==> src/rtl/amsw_pkg.sv <==
// Constants for the analog module status word block.
// Assumes a 25 MHz reference clock and a 32-bit register port.
package amsw_pkg;
    // Clock and refresh timing
    localparam int CLK_HZ = 25000000;
    localparam int REFRESH_MS = 200;
    localparam int REFRESH_CYC = REFRESH_MS * (CLK_HZ / 1000);
    // Input current limits in microamperes
    localparam logic [15:0] IN_LO_UA = 16'h0DAC; // 3500 uA
    localparam logic [15:0] IN_HI_UA = 16'h5014; // 20500 uA
    // Register byte offsets
    localparam logic [7:0] OFF_STATUS = 8'h00;
    localparam logic [7:0] OFF_CTRL = 8'h04;
    localparam logic [7:0] OFF_SLOTS = 8'h08;
    localparam logic [7:0] OFF_IRQ_STAT = 8'h0C;
    localparam logic [7:0] OFF_IRQ_MASK = 8'h10;
    localparam logic [7:0] OFF_LIVE = 8'h14;
    // Status word bit positions
    localparam int ST_CFG = 0;
    localparam int ST_P_LO_IN = 1;
    localparam int ST_P_HI_IN = 2;
    localparam int ST_S_LO_IN = 3;
    localparam int ST_S_HI_IN = 4;
    localparam int ST_P_LO_PR = 5;
    localparam int ST_P_HI_PR = 6;
    localparam int ST_S_LO_PR = 7;
    localparam int ST_S_HI_PR = 8;
    localparam int ST_DISC = 9;
    localparam int ST_LIM_LO = 10;
    localparam int ST_LIM_HI = 11;
    localparam int ST_IDS = 12;
    localparam int ST_MV_LSB = 16;
    // Control fields
    localparam int CT_HIDE = 0;
    localparam int CT_SRC_LSB = 1;
    localparam int CT_ANA_EN = 4;
    // Slot fields, one byte per recorder slot
    localparam int SL_EN = 7;
    localparam int MAX_CHANNELS = 4;
    // Interrupt bits
    localparam int IRQ_REFRESH = 0;
    localparam int IRQ_IDS_FALL = 1;
    localparam int IRQ_REC_REFUSED = 2;
    // Reset values
    localparam logic [31:0] CTRL_RST = 32'h0000_0000;
    localparam logic [31:0] SLOTS_RST = 32'h0000_0000;
    localparam logic [31:0] STATUS_RST = 32'h0000_0000;
    localparam logic [2:0] IRQ_RST = 3'h0;
    // Analog recorder sources
    typedef enum logic [2:0] {
        AMSW_SRC_PRI_FILT, AMSW_SRC_SEC_FILT, AMSW_SRC_PRI_DLY,
        AMSW_SRC_CONS, AMSW_SRC_PRI_RAW, AMSW_SRC_SEC_RAW
    } amsw_src_t;
endpackage

==> src/rtl/amsw_status.sv <==
// Diagnostic status word builder with recorder front end.
// Assumes all inputs come from logic on ref_clk; cyc_stb is one pulse
// per processing cycle; register port is single-cycle, no wait.
//
// Function
// - Configuration-valid flag is 1 when valid, 0 when invalid.
// - Each sensor lower input flag is 0 below 3.5 mA.
// - Each sensor upper input flag is 0 above 20.5 mA.
// - Per-sensor process range flags are 0 outside active min/max.
// - Discrepancy flag is 1 without discrepancy error, else 0.
// - Consolidated-signal limit flags are 0 outside active min/max.
// - Consolidated scaled value sits in a 16-bit unsigned field.
// - Input data status is 1 only if signals valid, no discrepancy.
// - Measured value stays available to gateways from the first refresh after hide clears.
// - Recorder takes exactly one analog value from six sources.
// - Recorder also takes logic inputs, outputs and diagnostic bits.
// - Recorder never runs more than four channels at once.
// - Published status word refreshes about every 200 ms.
// - Hide option forces status bits 16 to 31 to one.
`timescale 1ns/10ps
`default_nettype none
module amsw_status
    import amsw_pkg::*;
#(
    parameter int REFRESH_CYCLES = REFRESH_CYC
) (
    input wire logic ref_clk,
    input wire logic resetn,
    input wire logic [7:0] reg_addr,
    input wire logic [31:0] reg_wdata,
    input wire logic reg_wr,
    input wire logic reg_rd,
    output logic [31:0] reg_rdata,
    output logic irq,
    input wire logic cyc_stb,
    input wire logic cfg_valid,
    input wire logic sensors_valid,
    input wire logic disc_err,
    input wire logic [15:0] primary_sensor_input_ua,
    input wire logic [15:0] secondary_sensor_input_ua,
    input wire logic [15:0] primary_sensor_input_filt,
    input wire logic [15:0] secondary_sensor_input_filt,
    input wire logic [15:0] primary_sensor_input_dly,
    input wire logic [15:0] primary_sensor_input_raw,
    input wire logic [15:0] secondary_sensor_input_raw,
    input wire logic [15:0] cons_value,
    input wire logic [15:0] proc_min,
    input wire logic [15:0] proc_max,
    input wire logic [15:0] logic_bits,
    output logic [31:0] status_word,
    output logic rec_stb,
    output logic [15:0] rec_analog,
    output logic rec_analog_en,
    output logic [3:0] rec_bits,
    output logic [3:0] rec_bits_en
);

    ////////////////////////////////////////////////////////////////////////
    // Helpers

    // Flag is 1 while value is not below the lower bound
    function automatic logic ok_lo(input logic [15:0] v, input logic [15:0] b);
        return v >= b;
    endfunction

    // Flag is 1 while value does not exceed the upper bound
    function automatic logic ok_hi(input logic [15:0] v, input logic [15:0] b);
        return v <= b;
    endfunction

    // Channels in use for a given analog enable and slot setting
    function automatic logic [2:0] chan_count(input logic ana,
                                              input logic [31:0] sl);
        logic [2:0] n;
        n = {2'h0, ana};
        for (int i = 0; i < 4; i++) begin
            n = n + {2'h0, sl[8*i+SL_EN]};
        end
        return n;
    endfunction

    ////////////////////////////////////////////////////////////////////////
    // Per-cycle snapshot of all flags

    logic [31:0] live_reg, live_next;
    logic [31:0] live_calc;
    logic ids_fall;

    // Flag word computed from the current inputs
    always_comb begin
        live_calc = 32'h0000_0000;
        live_calc[ST_CFG] = cfg_valid;
        live_calc[ST_P_LO_IN] = ok_lo(primary_sensor_input_ua, IN_LO_UA);
        live_calc[ST_S_LO_IN] = ok_lo(secondary_sensor_input_ua, IN_LO_UA);
        live_calc[ST_P_HI_IN] = ok_hi(primary_sensor_input_ua, IN_HI_UA);
        live_calc[ST_S_HI_IN] = ok_hi(secondary_sensor_input_ua, IN_HI_UA);
        live_calc[ST_P_LO_PR] = ok_lo(primary_sensor_input_filt, proc_min);
        live_calc[ST_P_HI_PR] = ok_hi(primary_sensor_input_filt, proc_max);
        live_calc[ST_S_LO_PR] = ok_lo(secondary_sensor_input_filt, proc_min);
        live_calc[ST_S_HI_PR] = ok_hi(secondary_sensor_input_filt, proc_max);
        live_calc[ST_DISC] = !disc_err;
        live_calc[ST_LIM_LO] = ok_lo(cons_value, proc_min);
        live_calc[ST_LIM_HI] = ok_hi(cons_value, proc_max);
        live_calc[ST_IDS] = sensors_valid && !disc_err;
        live_calc[31:ST_MV_LSB] = cons_value;
    end

    // Whole word taken at once on the processing strobe
    always_comb begin
        live_next = cyc_stb ? live_calc : live_reg;
        ids_fall = cyc_stb && live_reg[ST_IDS] && !live_calc[ST_IDS];
    end

    always_ff @(posedge ref_clk) begin
        if (!resetn) begin
            live_reg <= STATUS_RST;
        end else begin
            live_reg <= live_next;
        end
    end

    ////////////////////////////////////////////////////////////////////////
    // Refresh divider and published word

    logic [22:0] ref_cnt_reg, ref_cnt_next;
    logic [31:0] status_reg, status_next;
    logic ref_tick;
    logic [31:0] ctrl_reg;

    // Divider gives one tick per refresh interval; hide forces upper half
    always_comb begin
        ref_tick = (ref_cnt_reg == 23'(REFRESH_CYCLES - 1));
        ref_cnt_next = ref_tick ? 23'h000000 : ref_cnt_reg + 23'h000001;
        status_next = ref_tick ? live_reg : status_reg;
        if (ctrl_reg[CT_HIDE]) begin
            status_next[31:ST_MV_LSB] = 16'hFFFF;
        end else if (!ref_tick) begin
            status_next[31:ST_MV_LSB] = status_reg[31:ST_MV_LSB];
        end
    end

    always_ff @(posedge ref_clk) begin
        if (!resetn) begin
            ref_cnt_reg <= 23'h000000;
            status_reg <= STATUS_RST;
        end else begin
            ref_cnt_reg <= ref_cnt_next;
            status_reg <= status_next;
        end
    end

    // Published word is always driven toward gateways
    assign status_word = status_reg;

    ////////////////////////////////////////////////////////////////////////
    // Register port, configuration and interrupts

    logic [31:0] ctrl_next, slots_reg, slots_next, rdata_reg, rdata_next;
    logic [2:0] istat_reg, istat_next, imask_reg, imask_next;
    logic irq_reg, irq_next, refused;
    logic wr_ctrl, wr_slots;

    always_comb begin
        wr_ctrl = reg_wr && reg_addr == OFF_CTRL;
        wr_slots = reg_wr && reg_addr == OFF_SLOTS;
        ctrl_next = ctrl_reg;
        slots_next = slots_reg;
        refused = 1'b0;
        // Configuration is refused if it asks for too many channels
        if (wr_ctrl) begin
            if (chan_count(reg_wdata[CT_ANA_EN], slots_reg) <= MAX_CHANNELS
                && reg_wdata[3:1] <= 3'(AMSW_SRC_SEC_RAW)) begin
                ctrl_next = {27'h0000000, reg_wdata[4:0]};
            end else begin
                refused = 1'b1;
            end
        end
        if (wr_slots) begin
            if (chan_count(ctrl_reg[CT_ANA_EN], reg_wdata & 32'h9F9F_9F9F)
                <= MAX_CHANNELS) begin
                slots_next = reg_wdata & 32'h9F9F_9F9F;
            end else begin
                refused = 1'b1;
            end
        end
        // Sticky events; a new event wins over a clearing write
        istat_next = istat_reg;
        if (reg_wr && reg_addr == OFF_IRQ_STAT) begin
            istat_next = istat_reg & ~reg_wdata[2:0];
        end
        istat_next[IRQ_REFRESH] = istat_next[IRQ_REFRESH] | ref_tick;
        istat_next[IRQ_IDS_FALL] = istat_next[IRQ_IDS_FALL] | ids_fall;
        istat_next[IRQ_REC_REFUSED] = istat_next[IRQ_REC_REFUSED] | refused;
        imask_next = (reg_wr && reg_addr == OFF_IRQ_MASK) ?
                     reg_wdata[2:0] : imask_reg;
        irq_next = |(istat_next & imask_next);
        // Read data stands in the cycle after the strobe only
        rdata_next = 32'h0000_0000;
        if (reg_rd) begin
            unique case (reg_addr)
                OFF_STATUS: rdata_next = status_reg;
                OFF_CTRL: rdata_next = ctrl_reg;
                OFF_SLOTS: rdata_next = slots_reg;
                OFF_IRQ_STAT: rdata_next = {29'h0000000, istat_reg};
                OFF_IRQ_MASK: rdata_next = {29'h0000000, imask_reg};
                OFF_LIVE: rdata_next = live_reg;
                default: rdata_next = 32'h0000_0000;
            endcase
        end
    end

    always_ff @(posedge ref_clk) begin
        if (!resetn) begin
            ctrl_reg <= CTRL_RST;
            slots_reg <= SLOTS_RST;
            istat_reg <= IRQ_RST;
            imask_reg <= IRQ_RST;
            irq_reg <= 1'b0;
            rdata_reg <= 32'h0000_0000;
        end else begin
            ctrl_reg <= ctrl_next;
            slots_reg <= slots_next;
            istat_reg <= istat_next;
            imask_reg <= imask_next;
            irq_reg <= irq_next;
            rdata_reg <= rdata_next;
        end
    end

    assign reg_rdata = rdata_reg;
    assign irq = irq_reg;

    ////////////////////////////////////////////////////////////////////////
    // Recorder front end

    logic rec_stb_reg, rec_stb_next, rec_aen_reg, rec_aen_next;
    logic [15:0] rec_ana_reg, rec_ana_next;
    logic [3:0] rec_bits_reg, rec_bits_next, rec_ben_reg, rec_ben_next;
    logic [31:0] pool;

    // One analog source, up to four channels, sampled per cycle
    always_comb begin
        pool = {logic_bits, live_reg[15:0]};
        rec_stb_next = cyc_stb;
        rec_aen_next = ctrl_reg[CT_ANA_EN];
        rec_ben_next = rec_ben_reg;
        rec_ana_next = rec_ana_reg;
        rec_bits_next = rec_bits_reg;
        if (cyc_stb) begin
            unique case (amsw_src_t'(ctrl_reg[3:1]))
                AMSW_SRC_PRI_FILT: rec_ana_next = primary_sensor_input_filt;
                AMSW_SRC_SEC_FILT: rec_ana_next = secondary_sensor_input_filt;
                AMSW_SRC_PRI_DLY: rec_ana_next = primary_sensor_input_dly;
                AMSW_SRC_CONS: rec_ana_next = cons_value;
                AMSW_SRC_PRI_RAW: rec_ana_next = primary_sensor_input_raw;
                AMSW_SRC_SEC_RAW: rec_ana_next = secondary_sensor_input_raw;
                default: rec_ana_next = 16'h0000;
            endcase
            for (int i = 0; i < 4; i++) begin
                rec_ben_next[i] = slots_reg[8*i+SL_EN];
                rec_bits_next[i] = slots_reg[8*i+SL_EN] &
                                   pool[slots_reg[8*i +: 5]];
            end
        end
    end

    always_ff @(posedge ref_clk) begin
        if (!resetn) begin
            rec_stb_reg <= 1'b0;
            rec_aen_reg <= 1'b0;
            rec_ana_reg <= 16'h0000;
            rec_bits_reg <= 4'h0;
            rec_ben_reg <= 4'h0;
        end else begin
            rec_stb_reg <= rec_stb_next;
            rec_aen_reg <= rec_aen_next;
            rec_ana_reg <= rec_ana_next;
            rec_bits_reg <= rec_bits_next;
            rec_ben_reg <= rec_ben_next;
        end
    end

    assign rec_stb = rec_stb_reg;
    assign rec_analog = rec_ana_reg;
    assign rec_analog_en = rec_aen_reg;
    assign rec_bits = rec_bits_reg;
    assign rec_bits_en = rec_ben_reg;

    ////////////////////////////////////////////////////////////////////////
    // Assertions

    property p_cfg;
        @(posedge ref_clk) disable iff (!resetn)
        cyc_stb |=> live_reg[ST_CFG] == $past(cfg_valid);
    endproperty
    a_cfg: assert property (p_cfg) else $error("cfg flag wrong");

    property p_lo_in;
        @(posedge ref_clk) disable iff (!resetn)
        cyc_stb && primary_sensor_input_ua < IN_LO_UA |=> !live_reg[ST_P_LO_IN];
    endproperty
    a_lo_in: assert property (p_lo_in) else $error("low input flag");

    property p_hi_in;
        @(posedge ref_clk) disable iff (!resetn)
        cyc_stb && secondary_sensor_input_ua > IN_HI_UA
        |=> !live_reg[ST_S_HI_IN];
    endproperty
    a_hi_in: assert property (p_hi_in) else $error("high input flag");

    property p_disc;
        @(posedge ref_clk) disable iff (!resetn)
        cyc_stb && disc_err |=> !live_reg[ST_DISC] && !live_reg[ST_IDS];
    endproperty
    a_disc: assert property (p_disc) else $error("discrepancy flag");

    property p_ids;
        @(posedge ref_clk) disable iff (!resetn)
        cyc_stb && sensors_valid && !disc_err |=> live_reg[ST_IDS];
    endproperty
    a_ids: assert property (p_ids) else $error("input data status");

    property p_hold;
        @(posedge ref_clk) disable iff (!resetn)
        !cyc_stb |=> $stable(live_reg);
    endproperty
    a_hold: assert property (p_hold) else $error("flags moved");

    property p_hide;
        @(posedge ref_clk) disable iff (!resetn)
        ctrl_reg[CT_HIDE] |=> status_word[31:16] == 16'hFFFF;
    endproperty
    a_hide: assert property (p_hide) else $error("hide failed");

    property p_refresh;
        @(posedge ref_clk) disable iff (!resetn)
        ref_tick && !ctrl_reg[CT_HIDE] |=> status_word == $past(live_reg);
    endproperty
    a_refresh: assert property (p_refresh) else $error("no refresh");

    property p_chan;
        @(posedge ref_clk) disable iff (!resetn)
        rec_stb |-> ({2'h0, rec_analog_en} + {2'h0, rec_bits_en[0]}
            + {2'h0, rec_bits_en[1]} + {2'h0, rec_bits_en[2]}
            + {2'h0, rec_bits_en[3]}) <= 3'h4;
    endproperty
    a_chan: assert property (p_chan) else $error("too many channels");

    property p_cons;
        @(posedge ref_clk) disable iff (!resetn)
        cyc_stb |=> live_reg[31:16] == $past(cons_value);
    endproperty
    a_cons: assert property (p_cons) else $error("measured value");

    c_refresh: cover property (@(posedge ref_clk) disable iff (!resetn)
        ref_tick ##1 irq);
    c_refused: cover property (@(posedge ref_clk) disable iff (!resetn)
        refused);
    c_ids_fall: cover property (@(posedge ref_clk) disable iff (!resetn)
        ids_fall);

endmodule // amsw_status
`default_nettype wire

==> config.mk <==
export PLATFORM = sky130hd
export DESIGN_NAME = amsw_status
export DESIGN_NICKNAME = d
export VERILOG_FILES = /design/src/rtl/amsw_pkg.sv /design/src/rtl/amsw_status.sv
export SDC_FILE = /design/constraint.sdc
export NUM_CORES = 1
export LEC_CHECK = 0
export BUFFER_PORTS_ARGS = -buffer_cell sky130_fd_sc_hd__clkbuf_2
export CAP_MARGIN = 10
export CORE_MARGIN = 4
export CORE_UTILIZATION = 40
export CTS_CLUSTER_DIAMETER = 30
export DETAILED_ROUTE_END_ITERATION = 16
export GPL_TIMING_DRIVEN = 0
export REMOVE_ABC_BUFFERS = 1
export SYNTH_ARGS = -nofsm -noshare
export SYNTH_HDL_FRONTEND = slang
export SYNTH_SLANG_ARGS = --single-unit
==> constraint.sdc <==
create_clock -name ref_clk -period 3.1 [get_ports ref_clk]
set_input_delay 0.155 -clock ref_clk [delete_from_list [all_inputs] [get_ports ref_clk]]
set_output_delay 0.155 -clock ref_clk [all_outputs]
set_load 0.01 [all_outputs]
==> impl_summary.txt, run 1 <==
----------------------------------------------------
[Place]
  Routability-driven placement congestion ratio ... 0.875
  Placed cell count ... 1750
  Half-perimeter wire length after detailed placement ... 27.9 mm
  Worst setup slack before clock tree synthesis ... -205 ps
  Placed standard-cell area ... 12700 um2
  I/O Buffers ... 301

[Synthesis]
  Synthesized instance count ... 1175
  Warnings, synthesis ... 0
  Sequential share of the synthesized area ... 0.317
  Cell taking the most area after synthesis ... sky130_fd_sc_hd__dfxtp_1
  Distinct cell type count after synthesis ... 68
  Cell types occupying the most area after synthesis ... sky130_fd_sc_hd__dfxtp_1 32%, sky130_fd_sc_hd__ha_1 11%, sky130_fd_sc_hd__mux4_2 6.2%
  Largest family of logic cells by synthesized area ... compound AO/OA/AOI/OAI gates
  EDFF count, synth ... 0
  Synthesis-stage register bit count ... 173
  Top-area cell type share of the netlist area ... 0.317
  Parity-gate share of the synthesized area counting xor and xnor cells ... 0.0168
  Multiplexer share of the synthesized area ... 0.150
  Synthesized area per cell ... 9.30 um2
  Post-synth ARST share ... 0
  Arithmetic-cell share of the synthesized area counting full adders, half adders and majority gates ... 0.121
  Top_reg_cell synth ... sky130_fd_sc_hd__dfxtp_1
  Simple-gate area share of the yosys netlist ... 0.159
  Post-synth design cell area ... 10900 um2
  Area fraction in compound gates after synthesis ... 0.184

[Floorplanning]
  Number of core rows ... 60
  Initial core utilization ... 0.406
  Die footprint ... 30000 um2
  Die width ... 173 um
  Core outline area ... 26900 um2
  Die outline height ... 173 um
  Count of pins on the block boundary ... 315

[GRT]
  Tot GR Track Use ... 0.240
  Number of global-route vias before repair ... 10300
  Overflow left after global routing ... 0
  Wire length of the first global-routing pass ... 57.3 mm
  Largest net degree at the start of global routing ... 61
  Number of antenna violations at the first check in global routing ... 0

[Critical path]
  Family of cells with the greatest summed delay on the critical path ... adder cells
  Sort of element at the start of the critical path ... input port
  CP bufs+invs ... 4
  Classification of the worst setup path ... in -> reg
  Crit path largest cell delay ... 540 ps
  WP data required ... 3410 ps
  Data arrival time at the worst-slack endpoint ... 3160 ps
  Largest fanout on the critical path ... 3
  Launch point of the worst reg-to-reg path ... slots_reg[7]
  Worst Setup End Kind ... flop
  CP max-delay cell ... sky130_fd_sc_hd__dlygate4sd3_1
  Destination of the worst register-to-register timing path ... irq
  Reg2Reg Depth ... 11
  Capture point of the critical path ... irq
  Logic depth of the worst path, buffers included ... 13
  Register-to-register path setup slack ... 260 ps
  Ordered list of cells on the worst path ... dlygate4sd3_1 -> clkbuf_2 -> fa_1 -> inv_1 -> fa_1 -> inv_1 -> ha_1 -> nand2b_1 -> a22oi_1 -> o22ai_1 -> a32oi_1 -> nor3b_1 -> a221o_1
  Launching instance or port of the critical path ... reg_wdata[4]

[Timing]
  Final hold violation count ... 0
  Final setup violation count ... 0
  Number of max-slew violations in the final report ... 0
  Slew at the pin closest to its max-slew limit ... 1190 ps
  Setup slack of the critical path after layout ... 248 ps
  Worst hold slack across all endpoints ... 33.1 ps
  Max transition margin ... 0.207
  Worst-case clock skew ... 10.5 ps
  Max Fclk ... 0.351 GHz
  RSZ-0062 raised after global routing ... no
  Post-route clock period utilization ... 0.920
  Final period demand of the worst path ... 2850 ps

[Routing]
  Post-Route WL ... 36.8 mm
  Vias ... 10100
  Via density per instance ... 5.61
  Final antenna-violating net count ... 0
  WL per Instance ... 20.4 um
  DRT iter0 DRCs ... 624
  DR pass1 iterations ... 5
  DRC violations left ... 0

[Power and ir drop]
  Clock power frac ... 0.416
  Part of the power in registers ... 0.438
  Power, Total ... 0.00531 W
  Switching Share ... 0.263
  LEAKAGE ... 5.81 nW
  Worst vdd ir ... 0.371 mV
  Power per standard cell area ... 394 nW/um2
  P_sw ... 0.00140 W
  Int Power ... 0.00392 W
  Combinational power share ... 0.146

[Cells and area]
  Count of antenna diodes in the layout ... 0
  Layout net count ... 1778
  Layout area overhead ... 23.5%
  Number of flip-flops under the largest register name ... 30
  Most frequent cells in the layout ... 299 x sky130_fd_sc_hd__clkbuf_2, 171 x sky130_fd_sc_hd__dfxtp_1, 99 x sky130_fd_sc_hd__ha_1
  Layout Cells excl Fill ... 1805
  Layout Cell Area excl Fill ... 13500 um2
  Most frequent standard cell in the layout excluding fill and tap cells ... sky130_fd_sc_hd__clkbuf_2
  Share of final-layout standard cells stronger than drive strength 1 ... 0.275
  Fill count ... 2592

[Clock network]
  Number of buffers inserted to repair setup after CTS ... 0
  TritonCTS clock tree ... yes
  CTS clock-pin slew for the worst setup and hold paths ... 70 ps
  Buffer cell driving the clock tree root ... sky130_fd_sc_hd__clkbuf_16
  Clock buffers created by TritonCTS ... 17
  H-tree depth reported by CTS ... 4
  TritonCTS sink count ... 173
  Later-pin clock latency in the skew report ... 420 ps
  Longest Clk Path Bufs ... 2

[Run]
  Max-cap violations ... 0

[Min path]
  HP Class ... in -> reg
  Number of cells traversed by the worst hold path ... 3

[Status]
  Status ... finished clean

----------------------------------------------------
-- worst min path at each step --
| stage | startpoint | to |
|---|---|---|
| after floorplan | cyc_stb | live_reg[1] |
| after global placement | reg_wdata[9] | slots_reg[9] |
| after detailed placement | reg_wdata[9] | slots_reg[9] |
| after CTS | reg_wdata[3] | slots_reg[3] |
| after global routing | secondary_sensor_input_ua[11] | live_reg[3] |
| final | primary_sensor_input_ua[11] | live_reg[1] |
-- power groups by stage --
| stage | logic, W | registers [W] | clock network [W] |
|---|---|---|---|
| 4_1_cts | 0.000778 | 0.00233 | 0.00226 |
| 3_5_place_dp | 0.000751 | 0.00238 | 0 |
| 5_1_grt | 0.000869 | 0.00233 | 0.00235 |
| 6_report | 0.000774 | 0.00233 | 0.00221 |
| 2_1_floorplan | 0.000381 | 0.00235 | 0 |
| 3_3_place_gp | 0.000728 | 0.00238 | 0 |
-- through the flow --
step | utilization | setup TNS [ps]
finish | 0.502 | 0
global route | 0.502 | 0
CTS | 0.502 | 0
detailed placement | 0.471 | -4900
global placement | 0.465 | -65760
floorplan | - | 0
-- tightest hold or removal path, stage by stage --
cell	delay, ps
sky130_fd_sc_hd__clkbuf_2	90
sky130_fd_sc_hd__o211ai_1	80
sky130_fd_sc_hd__a31oi_1	80
-- layout make-up --
class | instances | area, um2 | share of cell area
clock buffer | 19 | 433 | 0.0321
clock inverter | 13 | 164 | 0.0122
inverter | 51 | 191 | 0.0142
multi-input combinational | 877 | 6930 | 0.514
sequential | 173 | 3470 | 0.257
tap | 341 | 427 | 0.0316
timing repair buffer | 331 | 1870 | 0.139
-- Yosys cell counts, drive strengths merged (3+ instances only) --
cell type  number
o22ai           5
nand3b          5
fa              4
a21o           29
and3            4
nor2b          61
o31ai           4
a222oi          6
clkbuf         51
nor4           11
nand2b         12
nand4          27
o211ai          3
a31oi          11
xor2           12
buf            28
nor2           72
a221oi         11
and4            6
a21oi          67
and2            8
mux2i          60
o221ai          7
a22o           12
xnor2           9
a21boi         27
nor3b           4
mux2           32
o211a           4
inv            50
o21ai          30
o2111ai         3
nor3           12
nand3          14
mux4           30
a22oi          35
o21a           19
ha             99
a211oi          7
dfxtp         173
nand2          88
or2             3
-- routing by layer --
metal	vias up	global-route usage	part of all wire	wire, um
li1	4880	-	-	-
met1	4788	0.302	0.43	16000
met2	415	0.418	0.48	17700
met3	36	0.0502	0.069	2550
met4	0	0.0645	0.017	614
met5	-	0	0	0
-- kinds of logic (layout without fill, tap and decap cells) --
group                      Yosys count  count (layout)
AOI/OAI and AO/OA                  291             291
xor gates and xnor gates            21              21
adders and majority gates          103             103
buffers and inverters              130             414
DFF                                173             173
muxes                              122             122
other                                1               5
and+or+nand+nor                    334             335
-- repair_timing --
item	CTS	global route
hold buffers	22	0
hold endpoints to repair	22	0
endpoints found under the setup margin	16	0
resized for setup	1	0
Power figures use the tool's default switching activity.
==> run 2, diff against run 1 <==
- CTS_BUF_LIST: default -> sky130_fd_sc_hd__clkbuf_4 sky130_fd_sc_hd__clkbuf_8 sky130_fd_sc_hd__clkbuf_16
==> impl_summary.txt, run 2 (synthesized netlist as in run 1, its figures left out) <==
----------------------------------------------------
[Place]
  Half-perimeter wire length after detailed placement ... 27.9 mm (unchanged)
  Placed standard-cell area ... 12700 um2 (unchanged)
  Worst setup slack before clock tree synthesis ... -205 ps (unchanged)
  Routability-driven placement congestion ratio ... 0.875 (unchanged)
  I/O Buffers ... 301 (unchanged)

[Timing]
  RSZ-0062 raised after global routing ... no
  Final hold violation count ... 0 (unchanged)
  Slew at the pin closest to its max-slew limit ... 1190 ps (-1.52 ps)
  Max Fclk ... 0.351 GHz (about the same)
  Max transition margin ... 0.208 (+0.00101)
  Final period demand of the worst path ... 2850 ps (-0.119 ps)
  Worst hold slack across all endpoints ... 32.8 ps (-0.325 ps)
  Accumulated negative setup slack ... 0 ps (unchanged)
  Post-route clock period utilization ... 0.920 (about the same)
  Number of max-slew violations in the final report ... 0 (unchanged)
  Setup slack of the critical path after layout ... 248 ps (+0.119 ps)
  Final setup violation count ... 0 (unchanged)
  Worst-case clock skew ... 10.6 ps (+0.0449 ps)

[Cells and area]
  Fill count ... 2588 (-0.15%)
  Layout net count ... 1778 (unchanged)
  Layout area overhead ... 23.5% (about the same)
  Count of antenna diodes in the layout ... 0 (unchanged)
  Most frequent cells in the layout ... 299 x sky130_fd_sc_hd__clkbuf_2, 171 x sky130_fd_sc_hd__dfxtp_1, 99 x sky130_fd_sc_hd__ha_1
  Share of final-layout standard cells stronger than drive strength 1 ... 0.277 (+0.00137)
  Number of flip-flops under the largest register name ... 30 (unchanged)
  Most frequent standard cell in the layout excluding fill and tap cells ... sky130_fd_sc_hd__clkbuf_2
  Layout Cell Area excl Fill ... 13500 um2 (about the same)

[Min path]
  Hold path startpoint ... primary_sensor_input_ua[11]
  HP Class ... in -> reg

[Run]
  Max-cap violations ... 0 (unchanged)

[GRT]
  Wire length of the first global-routing pass ... 57.3 mm (unchanged)
  Number of antenna violations at the first check in global routing ... 0 (unchanged)
  Overflow left after global routing ... 0 (unchanged)
  Largest net degree at the start of global routing ... 61 (unchanged)
  Number of global-route vias before repair ... 10300 (unchanged)
  Tot GR Track Use ... 0.240 (unchanged)

[Routing]
  Vias ... 10100 (+0.29%)
  WL per Instance ... 20.4 um (about the same)
  Via density per instance ... 5.62 (+0.29%)
  DRC violations left ... 0 (unchanged)
  Post-Route WL ... 36.8 mm (about the same)
  Final antenna-violating net count ... 0 (unchanged)
  DRT iter0 DRCs ... 622 (-0.32%)
  DR pass1 iterations ... 6 (+1)

[Critical path]
  Sort of element at the start of the critical path ... input port
  Data arrival time at the worst-slack endpoint ... 3160 ps (about the same)
  Crit path largest cell delay ... 970 ps (+430 ps)
  CP max-delay cell ... sky130_fd_sc_hd__nand3_1
  Worst Setup End Kind ... flop
  Launching instance or port of the critical path ... reg_addr[5]
  WP data required ... 3400 ps (about the same)
  CP bufs+invs ... 1 (-3)
  Family of cells with the greatest summed delay on the critical path ... simple AND/OR/NAND/NOR gates
  Ordered list of cells on the worst path ... clkbuf_2 -> nor4_2 -> or3b_1 -> nor2_4 -> nand3_1 -> nand2_1 -> a21boi_0
  Classification of the worst setup path ... in -> reg
  Largest fanout on the critical path ... 24 (+21)
  Launch point of the worst reg-to-reg path ... ctrl_reg[4]

[Clock network]
  Number of buffers inserted to repair setup after CTS ... 0 (unchanged)
  TritonCTS clock tree ... yes
  Longest Clk Path Bufs ... 2 (unchanged)
  Later-pin clock latency in the skew report ... 420 ps (about the same)
  CTS clock-pin slew for the worst setup and hold paths ... 70 ps (about the same)
  Clock buffers created by TritonCTS ... 17 (unchanged)
  Buffer cell driving the clock tree root ... sky130_fd_sc_hd__clkbuf_16
  TritonCTS sink count ... 173 (unchanged)
  H-tree depth reported by CTS ... 4 (unchanged)

[Power and ir drop]
  Power per standard cell area ... 395 nW/um2 (+0.30%)
  Worst vdd ir ... 0.372 mV (about the same)
  LEAKAGE ... 5.82 nW (+0.12%)

[Floorplanning]
  Die width ... 173 um (unchanged)
  Die outline height ... 173 um (unchanged)
  Count of pins on the block boundary ... 315 (unchanged)
  Die footprint ... 30000 um2 (unchanged)
  Number of core rows ... 60 (unchanged)
  Core outline area ... 26900 um2 (unchanged)
  Initial core utilization ... 0.406 (unchanged)

[Status]
  Status ... finished clean

----------------------------------------------------
## run 2: metrics by stage
step                power (W)  std cells  utilization
floorplan             0.00273       1100            -
global placement      0.00311       1742        0.465
detailed placement    0.00313       1750        0.471
CTS                   0.00538       1805        0.502
global route          0.00557       1805        0.502
finish                0.00533       1805        0.502
## run 2: final timing paths
kind / endpoint / slack (ps) / depth (start not counted)
worst max register to register: slots_reg[3] / 250 / 8
worst min-delay path: live_reg[1] / 30 / 3
worst min register to register: ref_cnt_reg[0] / 470 / 1
worst max-delay path: slots_reg[3] / 250 / 7
## run 2: tightest hold or removal path, stage by stage
cell and delay, ps:
sky130_fd_sc_hd__clkbuf_2 90, sky130_fd_sc_hd__o211ai_1 80, sky130_fd_sc_hd__a31oi_1 80
## run 2: power breakdown
part | internal [W] | switching (W) | leakage [nW]
sequential | 0.00227 | 0.0000629 | 1.40
clock | 0.00129 | 0.000938 | 0.295
combinational | 0.000378 | 0.000397 | 4.12
## run 2: routing by layer
layer  GRT usage  part of all wire  vias to the layer above
li1            -                 -                     4882
met1       0.302              0.43                     4805
met2       0.418              0.48                      425
met3      0.0502             0.070                       36
met4      0.0645             0.017                        0
met5           0                 0                        -
## run 2: final cells by class
class	count	area [um2]	share of cell area
clock buffers	19	440	0.0326
repair buffers	331	1870	0.139
inverters	51	191	0.0142
multi-input cells	877	6930	0.514
clock inverters	13	164	0.0121
well taps	341	427	0.0316
flip-flops and latches	173	3470	0.257
## run 2: repair_timing
action                                  4_1_cts  5_1_grt
endpoints found under the setup margin       16        0
endpoints found under the hold margin        22        0
resized for setup                             1        0
hold buffers                                 22        0
==> run 3, diff against run 2 <==
- CORE_MARGIN: 4 -> 8
- PLACE_DENSITY: default -> 0.76
==> impl_summary.txt, run 3 (synthesized netlist as in run 1, its figures left out) <==
----------------------------------------------------
[Status]
  Status ... finished clean

[Routing]
  Final antenna-violating net count ... 0 (unchanged)
  Vias ... 10400 (+2.0%)
  Via density per instance ... 5.74 (+2.0%)
  WL per Instance ... 21.6 um (+5.8%)
  DR pass1 iterations ... 6 (unchanged)
  DRC violations left ... 0 (unchanged)
  DRT iter0 DRCs ... 794 (+28%)
  Post-Route WL ... 38.9 mm (+5.8%)

[Timing]
  Final period demand of the worst path ... 2920 ps (+70.0 ps)
  Max transition margin ... 0.249 (+0.0404)
  Worst-case clock skew ... 22.1 ps (+11.6 ps)
  Final setup violation count ... 0 (unchanged)
  Max Fclk ... 0.342 GHz (-2.4%)
  Accumulated negative setup slack ... 0 ps (unchanged)
  Number of max-slew violations in the final report ... 0 (unchanged)
  RSZ-0062 raised after global routing ... no
  Post-route clock period utilization ... 0.943 (+0.0226)
  Slew at the pin closest to its max-slew limit ... 1130 ps (-60.5 ps)
  Final hold violation count ... 0 (unchanged)

[Clock network]
  Longest Clk Path Bufs ... 2 (unchanged)
  TritonCTS sink count ... 173 (unchanged)
  Clock buffers created by TritonCTS ... 17 (unchanged)
  Later-pin clock latency in the skew report ... 430 ps (about the same)
  TritonCTS clock tree ... yes
  Number of buffers inserted to repair setup after CTS ... 0 (unchanged)
  CTS clock-pin slew for the worst setup and hold paths ... 90 ps (+20 ps)
  Buffer cell driving the clock tree root ... sky130_fd_sc_hd__clkbuf_16
  H-tree depth reported by CTS ... 4 (unchanged)

[Cells and area]
  Count of antenna diodes in the layout ... 0 (unchanged)
  Share of final-layout standard cells stronger than drive strength 1 ... 0.277 (+0.000683)
  Most frequent cells in the layout ... 299 x sky130_fd_sc_hd__clkbuf_2, 171 x sky130_fd_sc_hd__dfxtp_1, 99 x sky130_fd_sc_hd__ha_1
  Number of flip-flops under the largest register name ... 30 (unchanged)
  Layout net count ... 1778 (unchanged)
  Layout Cell Area excl Fill ... 13500 um2 (+0.28%)
  Most frequent standard cell in the layout excluding fill and tap cells ... sky130_fd_sc_hd__clkbuf_2
  Fin util ... 0.504 (+0.00140)
  Layout area overhead ... 23.9%

[Place]
  I/O Buffers ... 301 (unchanged)
  Routability-driven placement congestion ratio ... 0.942 (+7.7%)
  Half-perimeter wire length after detailed placement ... 29.8 mm (+6.6%)
  Placed standard-cell area ... 12600 um2 (-0.28%)

[GRT]
  Wire length of the first global-routing pass ... 59.8 mm (+4.4%)
  Largest net degree at the start of global routing ... 88 (+44%)
  Tot GR Track Use ... 0.230 (-0.00993)
  Overflow left after global routing ... 0 (unchanged)
  Number of global-route vias before repair ... 10600 (+3.6%)
  Number of antenna violations at the first check in global routing ... 0 (unchanged)

[Run]
  Max-cap violations ... 0 (unchanged)

[Critical path]
  Worst Setup End Kind ... flop
  Launching instance or port of the critical path ... ctrl_reg[2]
  WP data required ... 3480 ps (+80 ps)
  Data arrival time at the worst-slack endpoint ... 3300 ps (+140 ps)
  Sort of element at the start of the critical path ... flop
  Classification of the worst setup path ... reg -> reg
  Largest fanout on the critical path ... 23 (-4.2%)
  Launch point of the worst reg-to-reg path ... ctrl_reg[2]

[Min path]
  Hold path startpoint ... primary_sensor_input_ua[10]
  HP Class ... in -> reg

[Floorplanning]
  Count of pins on the block boundary ... 315 (unchanged)
  Initial core utilization ... 0.406 (unchanged)
  Die footprint ... 32900 um2 (+9.4%)
  Number of core rows ... 60 (unchanged)
  Die outline height ... 181 um (+4.6%)
  Core outline area ... 26900 um2 (unchanged)
  Die width ... 181 um (+4.6%)

[Power and ir drop]
  LEAKAGE ... 5.84 nW (+0.30%)
  Worst vdd ir ... 0.323 mV (-13%)
  Power per standard cell area ... 405 nW/um2 (+2.5%)

----------------------------------------------------
-- run 3: changes by cell type in the layout (fill, tap and decap cells not counted), moves of 2 or more --
cell / delta
sky130_fd_sc_hd__clkbuf_4: -2
sky130_fd_sc_hd__clkinv_2: -3
sky130_fd_sc_hd__clkinv_4: -2
sky130_fd_sc_hd__clkinv_8: +2
sky130_fd_sc_hd__clkinvlp_4: -2
sky130_fd_sc_hd__inv_6: +4
sky130_fd_sc_hd__inv_8: +3
-- run 3: worst max-delay path, cell delays in order (launching register included) --
cell	delay, ps
sky130_fd_sc_hd__dfxtp_1	1060
sky130_fd_sc_hd__inv_1	540
sky130_fd_sc_hd__nor2_1	660
sky130_fd_sc_hd__a22oi_1	200
sky130_fd_sc_hd__o221ai_1	220
sky130_fd_sc_hd__o211a_1	170
-- run 3: report_power, final --
| part | total (W) | leakage [nW] | internal, W | switching, W |
|---|---|---|---|---|
| sequential | 0.00233 | 1.40 | 0.00226 | 0.0000630 |
| combinational | 0.000787 | 4.12 | 0.000378 | 0.000409 |
| clock | 0.00237 | 0.315 | 0.00132 | 0.00105 |
-- run 3: final cells by class --
class | count | area, um2
Fill cell | 2528 | 13300
Multi-Input combinational cell | 877 | 6940
Sequential cell | 173 | 3470
Timing Repair Buffer | 331 | 1870
Tap cell | 341 | 427
Clock buffer | 17 | 425
Clock inverter | 15 | 218
Inverter | 51 | 191
-- run 3: stage by stage --
stage / std cells / setup slack, ps / hold WS, ps / power [W]
after floorplan: 1100 / 465 / 255 / 0.00273
after global placement: 1742 / -1340 / 380 / 0.00310
after detailed placement: 1749 / -280 / 383 / 0.00313
after CTS: 1804 / 45.2 / 2.09 / 0.00553
after global routing: 1805 / 76.8 / 20.8 / 0.00570
final: 1805 / 178 / 27.0 / 0.00548
-- run 3: path summary, 6_finish.rpt --
kind         depth (start not counted)  slack (ps)       endpoint
max reg2reg                          5         180  rec_analog[5]
min                                  3          30    live_reg[1]
min reg2reg                          2         470    rec_bits[0]
max                                  5         180  rec_analog[5]
-- run 3: layer usage --
metal / vias up / routed length (um) / GRT usage
li1: 4882 / - / -
met1: 4913 / 16200 / 0.273
met2: 499 / 18400 / 0.390
met3: 58 / 3350 / 0.0678
met4: 0 / 954 / 0.0810
met5: - / 0 / 0
-- run 3: what timing repair did --
action	4_1_cts	5_1_grt
hold endpoints to repair	22	0
endpoints found under the setup margin	16	20
pin swaps	1	0
gates cloned	1	0
hold buffers	22	0
resized for setup	1	2
